--- config.mk ---
export PLATFORM = sky130hd
export DESIGN_NAME = dct_core
export DESIGN_NICKNAME = d
export VERILOG_FILES = /design/src/core/dct_pkg.sv /design/src/core/dct_core.sv
export SDC_FILE = /design/constraint.sdc
export NUM_CORES = 1
export LEC_CHECK = 0
export BUFFER_PORTS_ARGS = -buffer_cell sky130_fd_sc_hd__buf_4
export CAP_MARGIN = 20
export CELL_PAD_IN_SITES_DETAIL_PLACEMENT = 1
export CELL_PAD_IN_SITES_GLOBAL_PLACEMENT = 2
export CORE_ASPECT_RATIO = 1.4
export CORE_UTILIZATION = 41
export CTS_CLUSTER_SIZE = 40
export DETAILED_ROUTE_END_ITERATION = 12
export GPL_TIMING_DRIVEN = 0
export PLACE_DENSITY_LB_ADDON = 0.1
export RECOVER_POWER = 50
export SYNTH_ARGS = -nofsm -noshare
export SYNTH_HDL_FRONTEND = slang
export SYNTH_SLANG_ARGS = --single-unit
--- constraint.sdc ---
create_clock -name pclk -period 3.59 [get_ports pclk]
set_clock_uncertainty 0.05 [all_clocks]
set_input_delay 0.359 -clock pclk [delete_from_list [all_inputs] [get_ports pclk]]
set_output_delay 0.359 -clock pclk [all_outputs]
set_load 0.05 [all_outputs]
--- src/core/dct_pkg.sv ---
package dct_pkg;

  // Register byte offsets
  localparam logic [7:0] OFF_CTRL8 = 8'h00;
  localparam logic [7:0] OFF_SHARED = 8'h04;
  localparam logic [7:0] OFF_CTRL16 = 8'h08;
  localparam logic [7:0] OFF_RELOAD8 = 8'h0c;
  localparam logic [7:0] OFF_RELOAD16 = 8'h10;
  localparam logic [7:0] OFF_CAPTURE = 8'h14;
  localparam logic [7:0] OFF_COUNT = 8'h18;
  localparam logic [7:0] OFF_ISTAT = 8'h1c;
  localparam logic [7:0] OFF_IMASK = 8'h20;

  // Field positions used for write-one-to-clear
  localparam int BIT_TIMEOUT = 5;
  localparam int BIT_POS_FLAG = 1;
  localparam int BIT_NEG_FLAG = 0;

  // Interrupt status bit positions, and the global enable bit in the mask register
  localparam int IRQ_TO8 = 0;
  localparam int IRQ_TO16 = 1;
  localparam int IRQ_POS = 2;
  localparam int IRQ_NEG = 3;
  localparam int IRQ_W = 4;

  // Reset values
  localparam logic [7:0] RST_CTRL = 8'h00;
  localparam logic [15:0] RST_RELOAD = 16'h0000;
  localparam logic [3:0] RST_IRQ = 4'h0;

  // Timing: counter/timer clock is pclk divided by TICK_DIV
  localparam int unsigned PCLK_MHZ = 200;
  localparam int unsigned TCLK_MHZ = 50;
  localparam int unsigned TICK_DIV = PCLK_MHZ / TCLK_MHZ;
  localparam logic [3:0] TICK_LAST = 4'(TICK_DIV - 1);

  localparam logic [7:0] ALL_ONES8 = 8'hff;
  localparam logic [1:0] PP_ON = 2'h1;
  localparam logic [1:0] SEL_RISE = 2'h0;
  localparam logic [1:0] SEL_FALL = 2'h1;
  localparam logic [1:0] SEL_XNOR = 2'h2;

  typedef struct packed {
    logic en;
    logic single;
    logic timeout;
    logic demod;
    logic rsvd;
    logic cap_ie;
    logic to_ie;
    logic out_en;
  } dct_ctl_s;

  typedef struct packed {
    logic       rsvd;
    logic       comb_en;
    logic [1:0] sel;
    logic [1:0] pp;
    logic       pos_flag;
    logic       neg_flag;
  } dct_shr_s;

  typedef struct packed {
    logic p4;
    logic p5;
    logic p6;
    logic oe4;
    logic oe5;
    logic oe6;
  } dct_pin_s;

  typedef enum logic [0:0] {
    DM_WAIT  = 1'b0,
    DM_COUNT = 1'b1
  } dct_dm_e;

endpackage

--- src/core/dct_core.sv ---
// What this block does
// - Counting from zero round to FFh is never flagged as a timeout.
// - Start takes effect on the next counter/timer clock after the write; stop as soon as the enable bit clears.
// - In demodulation, first selected edge after enable starts the down-count.
// - Further edge captures complemented count; rising and falling have own registers.
// - Capture sets matching edge flag; interrupt if capture enable set.
// - Capture reloads eight-bit timer with FFh and counting continues.
// - Demodulation reaching zero sets timeout, may interrupt, continues from FFh.
// - Restarting a stopped timer reloads its programmed initial value.
// - Ping-pong hardware alternates the enable bits, one timer running.
// - In ping-pong each timer sets its timeout at every terminal count.
// - Eight-bit output enable drives eight-bit timer output on port3 bit four.
// - Sixteen-bit output enable drives its timer output on port3 bit five.
// - Combined enable drives selected logic of both outputs on bit six.
// - Each timer interrupt is individually and globally maskable.
// - Timers keep counting and interrupting while the processor is halted.
`timescale 1ns/100ps
module dct_core (
  input  wire logic        pclk,
  input  wire logic        presetn,
  input  wire logic        psel,
  input  wire logic        penable,
  input  wire logic        pwrite,
  input  wire logic [7:0]  paddr,
  input  wire logic [31:0] pwdata,
  output logic      [31:0] prdata,
  output logic             pready,
  output logic             pslverr,
  input  wire logic        edge_in,
  output logic             irq,
  output logic             port3_bit_four,
  output logic             port3_bit_four_oe,
  output logic             port3_bit_five,
  output logic             port3_bit_five_oe,
  output logic             port3_bit_six,
  output logic             port3_bit_six_oe
);

  dct_pkg::dct_ctl_s c8_reg, c8_next, c16_reg, c16_next;
  dct_pkg::dct_shr_s sh_reg, sh_next;
  dct_pkg::dct_pin_s pin_reg, pin_next;
  dct_pkg::dct_dm_e  dm_reg, dm_next;
  logic [15:0] rl8_reg, rl16_reg;
  logic [7:0]  cnt8_reg, cnt8_next, pos_cap_reg, neg_cap_reg;
  logic [15:0] cnt16_reg, cnt16_next;
  logic        out8_reg, out8_next, out16_reg, out16_next;
  logic        run8_reg, run16_reg, edge_prev_reg, glob_reg;
  logic [3:0]  div_reg, ist_reg, ist_next, imask_reg;
  logic [31:0] prdata_reg, rd_mux;
  logic        err_reg;

  // Bus decode
  wire setup = psel & ~penable;
  wire access = psel & penable;
  wire wr = access & pwrite;
  wire hit_c8 = paddr == dct_pkg::OFF_CTRL8;
  wire hit_sh = paddr == dct_pkg::OFF_SHARED;
  wire hit_c16 = paddr == dct_pkg::OFF_CTRL16;
  wire hit_rl8 = paddr == dct_pkg::OFF_RELOAD8;
  wire hit_rl16 = paddr == dct_pkg::OFF_RELOAD16;
  wire hit_cap = paddr == dct_pkg::OFF_CAPTURE;
  wire hit_cnt = paddr == dct_pkg::OFF_COUNT;
  wire hit_ist = paddr == dct_pkg::OFF_ISTAT;
  wire hit_im = paddr == dct_pkg::OFF_IMASK;
  wire hit_any = hit_c8 | hit_sh | hit_c16 | hit_rl8 | hit_rl16 | hit_cap
               | hit_cnt | hit_ist | hit_im;

  // Counter/timer clock enable
  wire tick = div_reg == dct_pkg::TICK_LAST;

  // Run state follows the enable bit only on a tick
  wire start8 = tick & c8_reg.en & ~run8_reg;
  wire start16 = tick & c16_reg.en & ~run16_reg;
  wire live8 = run8_reg & c8_reg.en;
  wire live16 = run16_reg & c16_reg.en;
  wire go8 = tick & live8;
  wire go16 = tick & live16;
  wire pp_on = sh_reg.pp == dct_pkg::PP_ON;

  // Edge qualification
  wire rise = edge_in & ~edge_prev_reg;
  wire fall = ~edge_in & edge_prev_reg;
  wire qual = (sh_reg.sel == dct_pkg::SEL_RISE) ? rise :
              (sh_reg.sel == dct_pkg::SEL_FALL) ? fall : (rise | fall);
  wire dm_counting = c8_reg.demod & (dm_reg == dct_pkg::DM_COUNT);
  wire cap_any = dm_counting & live8 & qual;
  wire cap_pos = cap_any & rise;
  wire cap_neg = cap_any & fall;

  // Terminal count: reaching zero from one, never the wrap from zero
  wire to8_ev = go8 & (cnt8_reg == 8'h01)
              & (~c8_reg.demod | (dm_counting & ~cap_any));
  wire to16_ev = go16 & (cnt16_reg == 16'h0001);

  wire [3:0] ev_vec = {cap_neg, cap_pos, to16_ev, to8_ev};
  wire [3:0] ie_vec = {c8_reg.cap_ie, c8_reg.cap_ie,
                       c16_reg.to_ie, c8_reg.to_ie};

  wire comb_out = (sh_reg.sel == dct_pkg::SEL_RISE) ? (out8_reg & out16_reg) :
                  (sh_reg.sel == dct_pkg::SEL_FALL) ? (out8_reg | out16_reg) :
                  (sh_reg.sel == dct_pkg::SEL_XNOR) ? ~(out8_reg ^ out16_reg) :
                  (out8_reg ^ out16_reg);

  assign rd_mux =
    hit_c8   ? {24'h00_0000, c8_reg} :
    hit_sh   ? {24'h00_0000, sh_reg} :
    hit_c16  ? {24'h00_0000, c16_reg} :
    hit_rl8  ? {16'h0000, rl8_reg} :
    hit_rl16 ? {16'h0000, rl16_reg} :
    hit_cap  ? {16'h0000, neg_cap_reg, pos_cap_reg} :
    hit_cnt  ? {cnt16_reg, 8'h00, cnt8_reg} :
    hit_ist  ? {28'h000_0000, ist_reg} :
    hit_im   ? {27'h000_0000, glob_reg, imask_reg} : 32'h0000_0000;

  assign pready = 1'b1;
  assign prdata = prdata_reg;
  assign pslverr = access & err_reg;

  // Interrupt: per-source control enable, mask bit, and global enable
  assign irq = glob_reg & |(ist_reg & imask_reg & ie_vec);

  assign port3_bit_four = pin_reg.p4;
  assign port3_bit_five = pin_reg.p5;
  assign port3_bit_six = pin_reg.p6;
  assign port3_bit_four_oe = pin_reg.oe4;
  assign port3_bit_five_oe = pin_reg.oe5;
  assign port3_bit_six_oe = pin_reg.oe6;

  always_comb begin
    pin_next.p4 = c8_reg.out_en & out8_reg;
    pin_next.oe4 = c8_reg.out_en;
    pin_next.p5 = c16_reg.out_en & out16_reg;
    pin_next.oe5 = c16_reg.out_en;
    pin_next.p6 = sh_reg.comb_en & comb_out;
    pin_next.oe6 = sh_reg.comb_en;
  end

  // Eight-bit control: hardware flag set wins over write-one-clear
  always_comb begin
    c8_next = c8_reg;
    if (wr && hit_c8) begin
      c8_next = dct_pkg::dct_ctl_s'(pwdata[7:0]);
      c8_next.rsvd = 1'b0;
      c8_next.timeout = c8_reg.timeout & ~pwdata[dct_pkg::BIT_TIMEOUT];
    end
    if (to8_ev && (c8_reg.single || pp_on)) begin
      c8_next.en = 1'b0;
    end
    if (to16_ev && pp_on) begin
      c8_next.en = 1'b1;
    end
    if (to8_ev) begin
      c8_next.timeout = 1'b1;
    end
  end

  always_comb begin
    c16_next = c16_reg;
    if (wr && hit_c16) begin
      c16_next = dct_pkg::dct_ctl_s'(pwdata[7:0]);
      c16_next.rsvd = 1'b0;
      c16_next.demod = 1'b0;
      c16_next.cap_ie = 1'b0;
      c16_next.timeout = c16_reg.timeout & ~pwdata[dct_pkg::BIT_TIMEOUT];
    end
    if (to16_ev && (c16_reg.single || pp_on)) begin
      c16_next.en = 1'b0;
    end
    if (to8_ev && pp_on) begin
      c16_next.en = 1'b1;
    end
    if (to16_ev) begin
      c16_next.timeout = 1'b1;
    end
  end

  always_comb begin
    sh_next = sh_reg;
    if (wr && hit_sh) begin
      sh_next = dct_pkg::dct_shr_s'(pwdata[7:0]);
      sh_next.rsvd = 1'b0;
      sh_next.pos_flag = sh_reg.pos_flag & ~pwdata[dct_pkg::BIT_POS_FLAG];
      sh_next.neg_flag = sh_reg.neg_flag & ~pwdata[dct_pkg::BIT_NEG_FLAG];
    end
    if (cap_pos) begin
      sh_next.pos_flag = 1'b1;
    end
    if (cap_neg) begin
      sh_next.neg_flag = 1'b1;
    end
  end

  always_comb begin
    ist_next = ist_reg;
    if (wr && hit_ist) begin
      ist_next = ist_reg & ~pwdata[3:0];
    end
    ist_next = ist_next | ev_vec;
  end

  // Eight-bit timer: modulo count, or demodulation capture
  always_comb begin
    cnt8_next = cnt8_reg;
    out8_next = out8_reg;
    dm_next = dm_reg;
    if (start8) begin
      cnt8_next = rl8_reg[7:0];
      dm_next = dct_pkg::DM_WAIT;
    end else if (c8_reg.demod) begin
      unique case (dm_reg)
        dct_pkg::DM_WAIT: begin
          if (live8 && qual) begin
            dm_next = dct_pkg::DM_COUNT;
          end
        end
        dct_pkg::DM_COUNT: begin
          if (cap_any) begin
            cnt8_next = dct_pkg::ALL_ONES8;
          end else if (go8) begin
            cnt8_next = cnt8_reg - 8'h01;
          end
        end
      endcase
    end else if (go8) begin
      if (cnt8_reg <= 8'h01) begin
        cnt8_next = out8_reg ? rl8_reg[7:0] : rl8_reg[15:8];
      end else begin
        cnt8_next = cnt8_reg - 8'h01;
      end
      if (to8_ev) begin
        out8_next = ~out8_reg;
      end
    end
  end

  // Sixteen-bit timer
  always_comb begin
    cnt16_next = cnt16_reg;
    out16_next = out16_reg;
    if (start16) begin
      cnt16_next = rl16_reg;
    end else if (go16) begin
      if (cnt16_reg <= 16'h0001) begin
        cnt16_next = rl16_reg;
      end else begin
        cnt16_next = cnt16_reg - 16'h0001;
      end
      if (to16_ev) begin
        out16_next = ~out16_reg;
      end
    end
  end

  always_ff @(posedge pclk or negedge presetn) begin
    if (!presetn) begin
      div_reg <= 4'h0;
      run8_reg <= 1'b0;
      run16_reg <= 1'b0;
      edge_prev_reg <= 1'b0;
    end else begin
      div_reg <= tick ? 4'h0 : div_reg + 4'h1;
      if (tick) begin
        run8_reg <= c8_reg.en;
        run16_reg <= c16_reg.en;
      end
      edge_prev_reg <= edge_in;
    end
  end

  always_ff @(posedge pclk or negedge presetn) begin
    if (!presetn) begin
      c8_reg <= dct_pkg::dct_ctl_s'(dct_pkg::RST_CTRL);
      c16_reg <= dct_pkg::dct_ctl_s'(dct_pkg::RST_CTRL);
      sh_reg <= dct_pkg::dct_shr_s'(dct_pkg::RST_CTRL);
      ist_reg <= dct_pkg::RST_IRQ;
      imask_reg <= dct_pkg::RST_IRQ;
      glob_reg <= 1'b0;
      rl8_reg <= dct_pkg::RST_RELOAD;
      rl16_reg <= dct_pkg::RST_RELOAD;
    end else begin
      c8_reg <= c8_next;
      c16_reg <= c16_next;
      sh_reg <= sh_next;
      ist_reg <= ist_next;
      if (wr && hit_im) begin
        imask_reg <= pwdata[3:0];
        glob_reg <= pwdata[dct_pkg::IRQ_W];
      end
      if (wr && hit_rl8) begin
        rl8_reg <= pwdata[15:0];
      end
      if (wr && hit_rl16) begin
        rl16_reg <= pwdata[15:0];
      end
    end
  end

  always_ff @(posedge pclk or negedge presetn) begin
    if (!presetn) begin
      cnt8_reg <= 8'h00;
      cnt16_reg <= 16'h0000;
      out8_reg <= 1'b0;
      out16_reg <= 1'b0;
      dm_reg <= dct_pkg::DM_WAIT;
      pin_reg <= '0;
    end else begin
      cnt8_reg <= cnt8_next;
      cnt16_reg <= cnt16_next;
      out8_reg <= out8_next;
      out16_reg <= out16_next;
      dm_reg <= dm_next;
      pin_reg <= pin_next;
    end
  end

  always_ff @(posedge pclk or negedge presetn) begin
    if (!presetn) begin
      pos_cap_reg <= 8'h00;
      neg_cap_reg <= 8'h00;
    end else begin
      if (cap_pos) begin
        pos_cap_reg <= ~cnt8_reg;
      end
      if (cap_neg) begin
        neg_cap_reg <= ~cnt8_reg;
      end
    end
  end

  always_ff @(posedge pclk or negedge presetn) begin
    if (!presetn) begin
      prdata_reg <= 32'h0000_0000;
      err_reg <= 1'b0;
    end else if (setup) begin
      prdata_reg <= rd_mux;
      err_reg <= ~hit_any;
    end
  end
endmodule // dct_core

==> results of run 1 <==
[synthesized netlist by cell type, types with 3 or more instances]
master,n,area [µm²]
a211o_1,4,35.03
a211oi_1,4,30.03
a21o_1,6,45.04
a21oi_1,28,140.1
a221o_1,4,40.04
a222oi_1,8,80.08
a22o_1,20,175.2
a22oi_1,4,30.03
a2bb2oi_1,7,61.31
a31oi_1,10,62.56
a41oi_1,4,35.03
and2_1,5,31.28
and3_1,9,56.30
buf_2,6,30.03
buf_6,3,33.78
clkbuf_1,26,97.59
dfrtp_1,149,3729
ha_1,9,112.6
inv_1,28,105.1
mux2_2,35,394.1
mux2_4,9,135.1
mux2i_1,19,190.2
nand2_1,92,345.3
nand2b_1,8,50.05
nand3_1,21,105.1
nand4_1,4,25.02
nor2_1,31,116.4
nor2b_1,12,75.07
nor3_1,10,50.05
nor3_2,3,30.03
nor3b_1,3,22.52
nor4_1,7,43.79
o2111ai_1,3,26.28
o211a_1,3,30.03
o211ai_1,7,52.55
o21ai_0,53,265.3
o22ai_1,9,56.30
o311ai_0,4,35.03
or2_2,4,25.02
or4_4,3,33.78
xnor2_1,5,43.79
[power groups by stage]
| stage | clock network (mW) | logic (mW) | registers, mW |
|---|---|---|---|
| 3_5_place_dp | 0 | 0.584 | 1.92 |
| 2_1_floorplan | 0 | 0.355 | 1.89 |
| 4_1_cts | 1.91 | 0.588 | 1.89 |
| 3_3_place_gp | 0 | 0.563 | 1.92 |
| 6_report | 1.90 | 0.578 | 1.90 |
| 5_1_grt | 1.98 | 0.637 | 1.90 |
[final cells by class]
cell class                      count  area, µm²  share of cell area [%]
Tap cell                          240      300.3                   3.400
Clock inverter                     11      148.9                   1.686
Timing Repair Buffer               73      421.7                   4.775
Buffer                             38      176.4                   1.998
Multi-Input combinational cell    508       3476                   39.36
Inverter                           29      108.9                   1.233
Sequential cell                   149       3729                   42.22
Clock buffer                       21      470.5                   5.327
[routing by layer]
metal / share of wire (%) / vias to the layer above / track usage, %
li1: - / 2847 / -
met1: 42 / 3181 / 36.08
met2: 52 / 148 / 51.83
met3: 3.1 / 43 / 5.187
met4: 3.0 / 0 / 11.07
met5: 0 / - / 0
[path summary, 6_finish.rpt]
kind / to / slack, ps / cells past startpoint
max: cnt16_reg[3] / 660 / 8
min: rl8_reg[12] / 120 / 2
max reg2reg: cnt16_reg[3] / 660 / 8
min reg2reg: port3_bit_five_oe / 370 / 0
max in group asynchronous: ist_reg[2] / 1440 / 3
min in group asynchronous: prdata[26] / 910 / 2
[placed cells by master, fill, tap and decap left out, drive strengths merged, types with 4 or more instances in the layout]
cell type,instances
clkbuf,87
nand2,93
inv,29
o311ai,4
and3,9
nor3,13
mux2i,19
and2,5
xnor2,5
nor2b,12
dfrtp,149
nand2b,8
clkinv,5
a211o,4
a2bb2oi,7
or2,4
a211oi,4
a21o,6
buf,43
o21ai,54
a221o,4
o22ai,9
or4,5
a22oi,4
nand4,4
o211ai,7
mux2,45
a22o,20
nor4,9
ha,9
a21oi,29
nand3,21
a222oi,8
a31oi,10
a41oi,4
nor2,33
[logic make-up after synthesis]
family / synth area share, %
AND/OR/NAND/NOR: 15.84
flip-flops: 49.78
adder cells (fa/ha/maj): 1.504
buffers and inverters: 3.809
XOR/XNOR: 0.8186
other: 0.05007
multiplexers: 9.756
AO/OA/AOI/OAI: 18.44
[critical path, cell delays in order (launching register included)]
cell	delay [ps]
dfrtp_1	410
ha_1	260
nand4bb_1	110
clkbuf_1	410
nor2_1	160
a21oi_2	480
clkbuf_1	520
a2bb2oi_1	240
o311ai_0	130
[through the flow]
| step | utilization, % | total power [mW] | std cells |
|---|---|---|---|
| 2_1_floorplan | - | 2.242 | 724 |
| 3_3_place_gp | 46.35 | 2.482 | 1033 |
| 3_5_place_dp | 46.55 | 2.506 | 1035 |
| 4_1_cts | 50.12 | 4.395 | 1069 |
| 5_1_grt | 49.27 | 4.525 | 1069 |
| 6_report | 49.27 | 4.373 | 1069 |
==> impl_metrics.ini, run 1 <==
[power]
comb_power_share_pct = 13.2
ir_worst_vdd_v = 0.0002878
intPower_mw = 3.132
clockPowerShare_pct = 43.4
swShare_pct = 28.38
leakage_nw = 4.036
p_per_area_mw_per_mm2 = 495.2
p_sw_mw = 1.241
seqPwrFrac_pct = 43.3

[yosys]
yosys_warnings = 0
ys_seq_area_share_pct = 49.78
synthCells = 724
ys_seq_elements = 149
synth.net_count = 779
ys_types = 75
async_flop_share_pct = 100.0
synth_edf_count = 0
netlist_area_mm2 = 0.007490
synth_top_flop_cell = dfrtp_1
avgSynthCellArea_um2 = 10.34

[detailed_routing]
vias = 6219
ant_nets = 0
vias_per_cell = 5.818
dr.first_iter.drc_count = 425
drtPass1Iterations = 5
drcViolationCount = 0
wirelength_um = 26110
wire_per_inst_um = 24.42

[timing]
setup_violations = 0
fin_hold_ws_ps = 122.2
tightestPinTransition_ps = 1806
finalCritPeriodShare_pct = 81.70
hold_viol_final = 0
fin_setup_tns_ps = 0
timing.final.ws_setup_ps = 656.9
final_max_slew_viol_count = 70
rsz0062_at_grt = false
fmax_ghz = 0.3409
fin_crit_ps = 2933
relSlewSlack_pct = -20.39

[clocking]
post_cts_buffers = 0
clkSinkCount = 149
clk_pin_slew_worst_paths_ps = 60
cts_buffers = 17
root_buffer = clkbuf_16
htree_num_levels = 4
clock_latency_ps = 430
cts-resized-gates = 0
cts_tree = built
ctsHoldBuffers = 2
clock_path_buffers = 2

[critical_path]
crit_path_end_kind = register
crit_type = reg2reg
required_ps = 3820
r2r_start = div_reg[0]
crit_fanout = 10
crit_path_start_kind = register
cp-startpoint = div_reg[0]
cp.arrival_ps = 3160

[floorplan]
ios = 87
die_area_mm2 = 0.01882
start_util_pct = 41.78
die_y_um = 161.9
coreArea_mm2 = 0.01792
rows = 58
die_width_um = 116.2

[finish]
largest_reg_flops = 32
num-fill-cells = 2060
diodes = 0
fin_nets = 871
drive_gt1_share_pct = 16.53
area_growth_pct = 17.91
fin_area_mm2 = 0.008831

[grt]
grt-ovfl-total = 0
grt_pass1_vias = 6632
antenna_found_initial = 0
grt_max_degree = 81
grt_pass1_wl_um = 40490
grt.total_usage_pct = 29.72

[outcome]
violations = capacitance limit, slew limit
outcome = finished, violations left

[place]
place_area_mm2 = 0.008344
dp_slack_ps = 648.4
port-buffer-count = 69
place_hpwl_um = 19760
gp_congestion = 0.9128

[run]
max-cap-violations = 1

[hold_path]
min_path_type = in2reg
hp-start = pwdata[12]
No activity file was read; power rests on OpenSTA's default activity.
==> run 2: changes to the inputs <==
Settings changed: CORE_UTILIZATION 41 to 34.
Clock period 3.59 ns to 2.68 ns, I/O delays scaled along.
==> impl_metrics.ini, run 2 (synthesis results as in run 1) <==
[detailed_routing]
vias = 6241
wirelength_um = 26580
vias_per_cell = 5.577
dr.first_iter.drc_count = 415
ant_nets = 0
drcViolationCount = 0
drtPass1Iterations = 5
wire_per_inst_um = 23.75

[grt]
grt_pass1_vias = 6795
antenna_found_initial = 0
grt_max_degree = 99
grt-ovfl-total = 0
grt_pass1_wl_um = 40840
grt.total_usage_pct = 24.90

[timing]
fin_crit_ps = 2636
tightestPinTransition_ps = 1403
final_max_slew_viol_count = 0
finalCritPeriodShare_pct = 98.37
relSlewSlack_pct = 6.443
timing.final.ws_setup_ps = 43.56
rsz0062_at_grt = true
fin_hold_ws_ps = 32.95
setup_violations = 0
fmax_ghz = 0.3793
fin_setup_tns_ps = 0
hold_viol_final = 0

[clocking]
clk_pin_slew_worst_paths_ps = 70
clkSinkCount = 149
root_buffer = clkbuf_16
clock_latency_ps = 430
htree_num_levels = 4
clock_path_buffers = 2
cts_tree = built
cts_buffers = 17

[finish]
diodes = 0
mostFrequentLayoutCell = dfrtp_1
area_growth_pct = 19.11
fin_nets = 870
fin_area_mm2 = 0.008921
fin_cells = 1119
drive_gt1_share_pct = 16.93
largest_reg_flops = 32
most-common-layout-cells = 149 x dfrtp_1, 92 x nand2_1, 63 x clkbuf_1

[critical_path]
crit_fanout = 8
crit_end = c8_reg[7]
required_ps = 2920
crit_path_end_kind = register
crit_type = reg2reg
r2r_start = cnt8_reg[3]
r2r_end = c8_reg[7]
r2r_slack_ps = 40
cp-startpoint = cnt8_reg[3]
crit_path_start_kind = register
r2r_cells = 7
cp.arrival_ps = 2880

[place]
gp_congestion = 0.9035
port-buffer-count = 69
dp_cells = 1086
dp_slack_ps = -166.1
place_hpwl_um = 20080
place_area_mm2 = 0.008404

[floorplan]
die_y_um = 177.6
die_width_um = 127.4
coreArea_mm2 = 0.02136
die_area_mm2 = 0.02263
ios = 87
rows = 63
start_util_pct = 35.06

[hold_path]
min_path_type = in2reg

[power]
ir_worst_vdd_v = 0.0004444
leakage_nw = 4.047
p_per_area_mw_per_mm2 = 663.2

[outcome]
outcome = finished, final reports clean

[run]
max-cap-violations = 0
-- run 2: worst min-delay path by stage --
stage	cells past startpoint	startpoint	end	slack (ps)
6_report	2	pwdata[10]	rl16_reg[10]	30
5_1_grt	2	pwdata[9]	rl16_reg[9]	10
4_1_cts	2	pwdata[10]	rl16_reg[10]	20
3_5_place_dp	1	presetn	prdata[26]	220
3_3_place_gp	0	c16_reg[0]	port3_bit_five_oe	340
2_1_floorplan	0	presetn	c16_reg[0]	-80
-- run 2: report_power, final --
part | total [mW] | internal, mW | switching, mW
Sequential | 2.55 | 2.36 | 0.188
Clock | 2.59 | 1.59 | 1.00
Combinational | 0.783 | 0.297 | 0.486
-- run 2: final cells by class --
cell class,instances,area [µm²]
tap,292,365.4
inverter,29,108.9
clock inverter,11,176.4
multi-input combinational,508,3496
clock buffer,20,446.7
sequential,149,3729
timing repair buffer,72,420.4
fill,2395,12440
buffer,38,178.9
-- run 2: worst max-delay path, cell delays in order, from the launching register on --
cell,delay [ps]
dfrtp_1,360
buf_2,180
or4_4,520
buf_6,150
or4_4,530
nor3_2,360
a21boi_2,230
o22ai_1,110
-- run 2: per-stage QoR --
step           util [%]  total power, mW
3_5_place_dp      39.34            3.368
4_1_cts           42.41            5.973
6_report          41.76            5.916
2_1_floorplan         -            3.003
3_3_place_gp      39.20            3.329
5_1_grt           41.76            6.132
-- run 2: metal layers --
metal	track usage [%]	share of wire [%]	vias up
met3	4.402	3.9	48
li1	-	-	2834
met5	0	0	-
met1	28.84	40	3197
met4	11.86	3.8	0
met2	44.19	52	162
-- run 2: timing repair --
item | 4_1_cts | 5_1_grt
gates resized for setup | 3 | 5
gates cloned | 0 | 0
endpoints found under the hold margin | 52 | 0
setup endpoints to repair | 9 | 16
hold buffers | 2 | 0
buffers inserted | 0 | 0
==> run 3: changes to the inputs <==
--- a/config.mk
+++ b/config.mk
@@ -11,4 +11,5 @@
 export CELL_PAD_IN_SITES_GLOBAL_PLACEMENT = 2
 export CORE_ASPECT_RATIO = 1.4
+export CORE_MARGIN = 1
 export CORE_UTILIZATION = 34
 export CTS_CLUSTER_SIZE = 40
==> constraint.sdc (replaced) <==
create_clock -name pclk -period 2.68 [get_ports pclk]
set_clock_uncertainty 0.05 [all_clocks]
set_input_delay 0.67 -clock pclk [delete_from_list [all_inputs] [get_ports pclk]]
set_output_delay 0.67 -clock pclk [all_outputs]
set_load 0.05 [all_outputs]
==> impl_metrics.ini, run 3 (synthesis results as in run 1) <==
[timing]
fmax_ghz = 0.3850
fin_setup_tns_ps = 0
tightestPinTransition_ps = 1370
hold_viol_final = 0
finalCritPeriodShare_pct = 96.91
rsz0062_at_grt = false
fin_crit_ps = 2597
relSlewSlack_pct = 8.700
final_max_slew_viol_count = 0
setup_violations = 0

[critical_path]
crit_fanout = 10
cp-startpoint = div_reg[0]
r2r_start = div_reg[0]
r2r_end = cnt16_reg[3]
cp.arrival_ps = 2820
crit_type = reg2reg
crit_path_end_kind = register
required_ps = 2900
crit_end = cnt16_reg[3]
r2r_slack_ps = 80
crit_path_start_kind = register
r2r_cells = 8

[detailed_routing]
wire_per_inst_um = 23.83
ant_nets = 0
wirelength_um = 26640
drcViolationCount = 0
vias_per_cell = 5.595
dr.first_iter.drc_count = 435
vias = 6255
drtPass1Iterations = 7

[outcome]
outcome = finished, final reports clean

[finish]
final-seq-area_mm2 = 0.003729
mostFrequentLayoutCell = dfrtp_1
diodes = 0
fin_nets = 869
multi_input_area_mm2 = 0.003511
num-fill-cells = 2388
largest_reg_flops = 32
area_growth_pct = 20.43
drive_gt1_share_pct = 20.94
most-common-layout-cells = 149 x dfrtp_1, 91 x nand2_1, 62 x buf_4

[clocking]
root_buffer = clkbuf_16
clkSinkCount = 149
clk_pin_slew_worst_paths_ps = 70
cts_tree = built
clock_path_buffers = 2
cts_buffers = 17
clock_latency_ps = 430
htree_num_levels = 4

[grt]
grt.total_usage_pct = 24.88
grt_max_degree = 99
grt-ovfl-total = 0
antenna_found_initial = 0
grt_pass1_wl_um = 40810
grt_pass1_vias = 6783

[hold_path]
hp-start = edge_in
min_path_type = in2reg

[floorplan]
ios = 87
die_area_mm2 = 0.02263
start_util_pct = 35.06
rows = 63
die_y_um = 177.6
coreArea_mm2 = 0.02136
die_width_um = 127.4

[power]
ir_worst_vdd_v = 0.0004424
p_per_area_mw_per_mm2 = 656.0
leakage_nw = 4.158
p_total_mw = 5.917

[run]
max-cap-violations = 0

[place]
gp_congestion = 0.9035
place_hpwl_um = 20080
port-buffer-count = 69
run 3: worst min path at each step:
| stage | to | depth (start not counted) | slack (ps) |
|---|---|---|---|
| 5_1_grt | edge_prev_reg | 1 | 310 |
| 2_1_floorplan | c16_reg[0] | 0 | 320 |
| 3_3_place_gp | port3_bit_five_oe | 0 | 340 |
| 3_5_place_dp | port3_bit_five_oe | 0 | 340 |
| 4_1_cts | prdata[26] | 1 | 150 |
| 6_report | edge_prev_reg | 1 | 320 |
run 3: critical path, cell delays in order (launching register included):
cell and delay [ps]:
dfrtp_1 400, ha_1 270, nand4bb_1 110, clkbuf_1 380, nor2_1 180, a21oi_4 340, clkbuf_2 330, a2bb2oi_1 200
o311ai_0 160
run 3: area by class of cell:
type | count | share of cell area (%)
Tap cell | 292 | 4.050
Clock buffer | 20 | 4.952
Multi-Input combinational cell | 508 | 38.92
Timing Repair Buffer | 71 | 5.590
Sequential cell | 149 | 41.34
Buffer | 38 | 1.984
Clock inverter | 11 | 1.956
Inverter | 29 | 1.207
run 3: metal layers:
| metal | wire [µm] | global-route usage, % |
|---|---|---|
| met1 | 10870 | 28.84 |
| met2 | 13820 | 44.15 |
| met3 | 957 | 4.402 |
| met4 | 989 | 11.86 |
| met5 | 0 | 0 |
run 3: power by group:
group	switching (mW)	total (mW)	internal, mW
clock	0.997	2.58	1.59
combinational	0.485	0.784	0.299
sequential	0.192	2.55	2.36
run 3: metrics by stage:
step	cell area, µm²	instances	hold WS (ps)	worst slack (ps)	util [%]
final	9020	1118	315.9	82.86	42.22
after global routing	9020	1118	307.1	4.950	42.22
after CTS	9041	1117	154.6	13.54	42.32
after detailed placement	8404	1086	337.0	-548.1	39.34
after global placement	8373	1085	344.4	-473.1	39.20
after floorplan	7490	724	323.7	210.2	-
run 3: timing repair:
item,4_1_cts,5_1_grt
cloned,0,0
endpoints found under the setup margin,18,24
hold buffers,0,0
pin swaps,0,1
buffers inserted,0,1
gates resized for setup,4,6
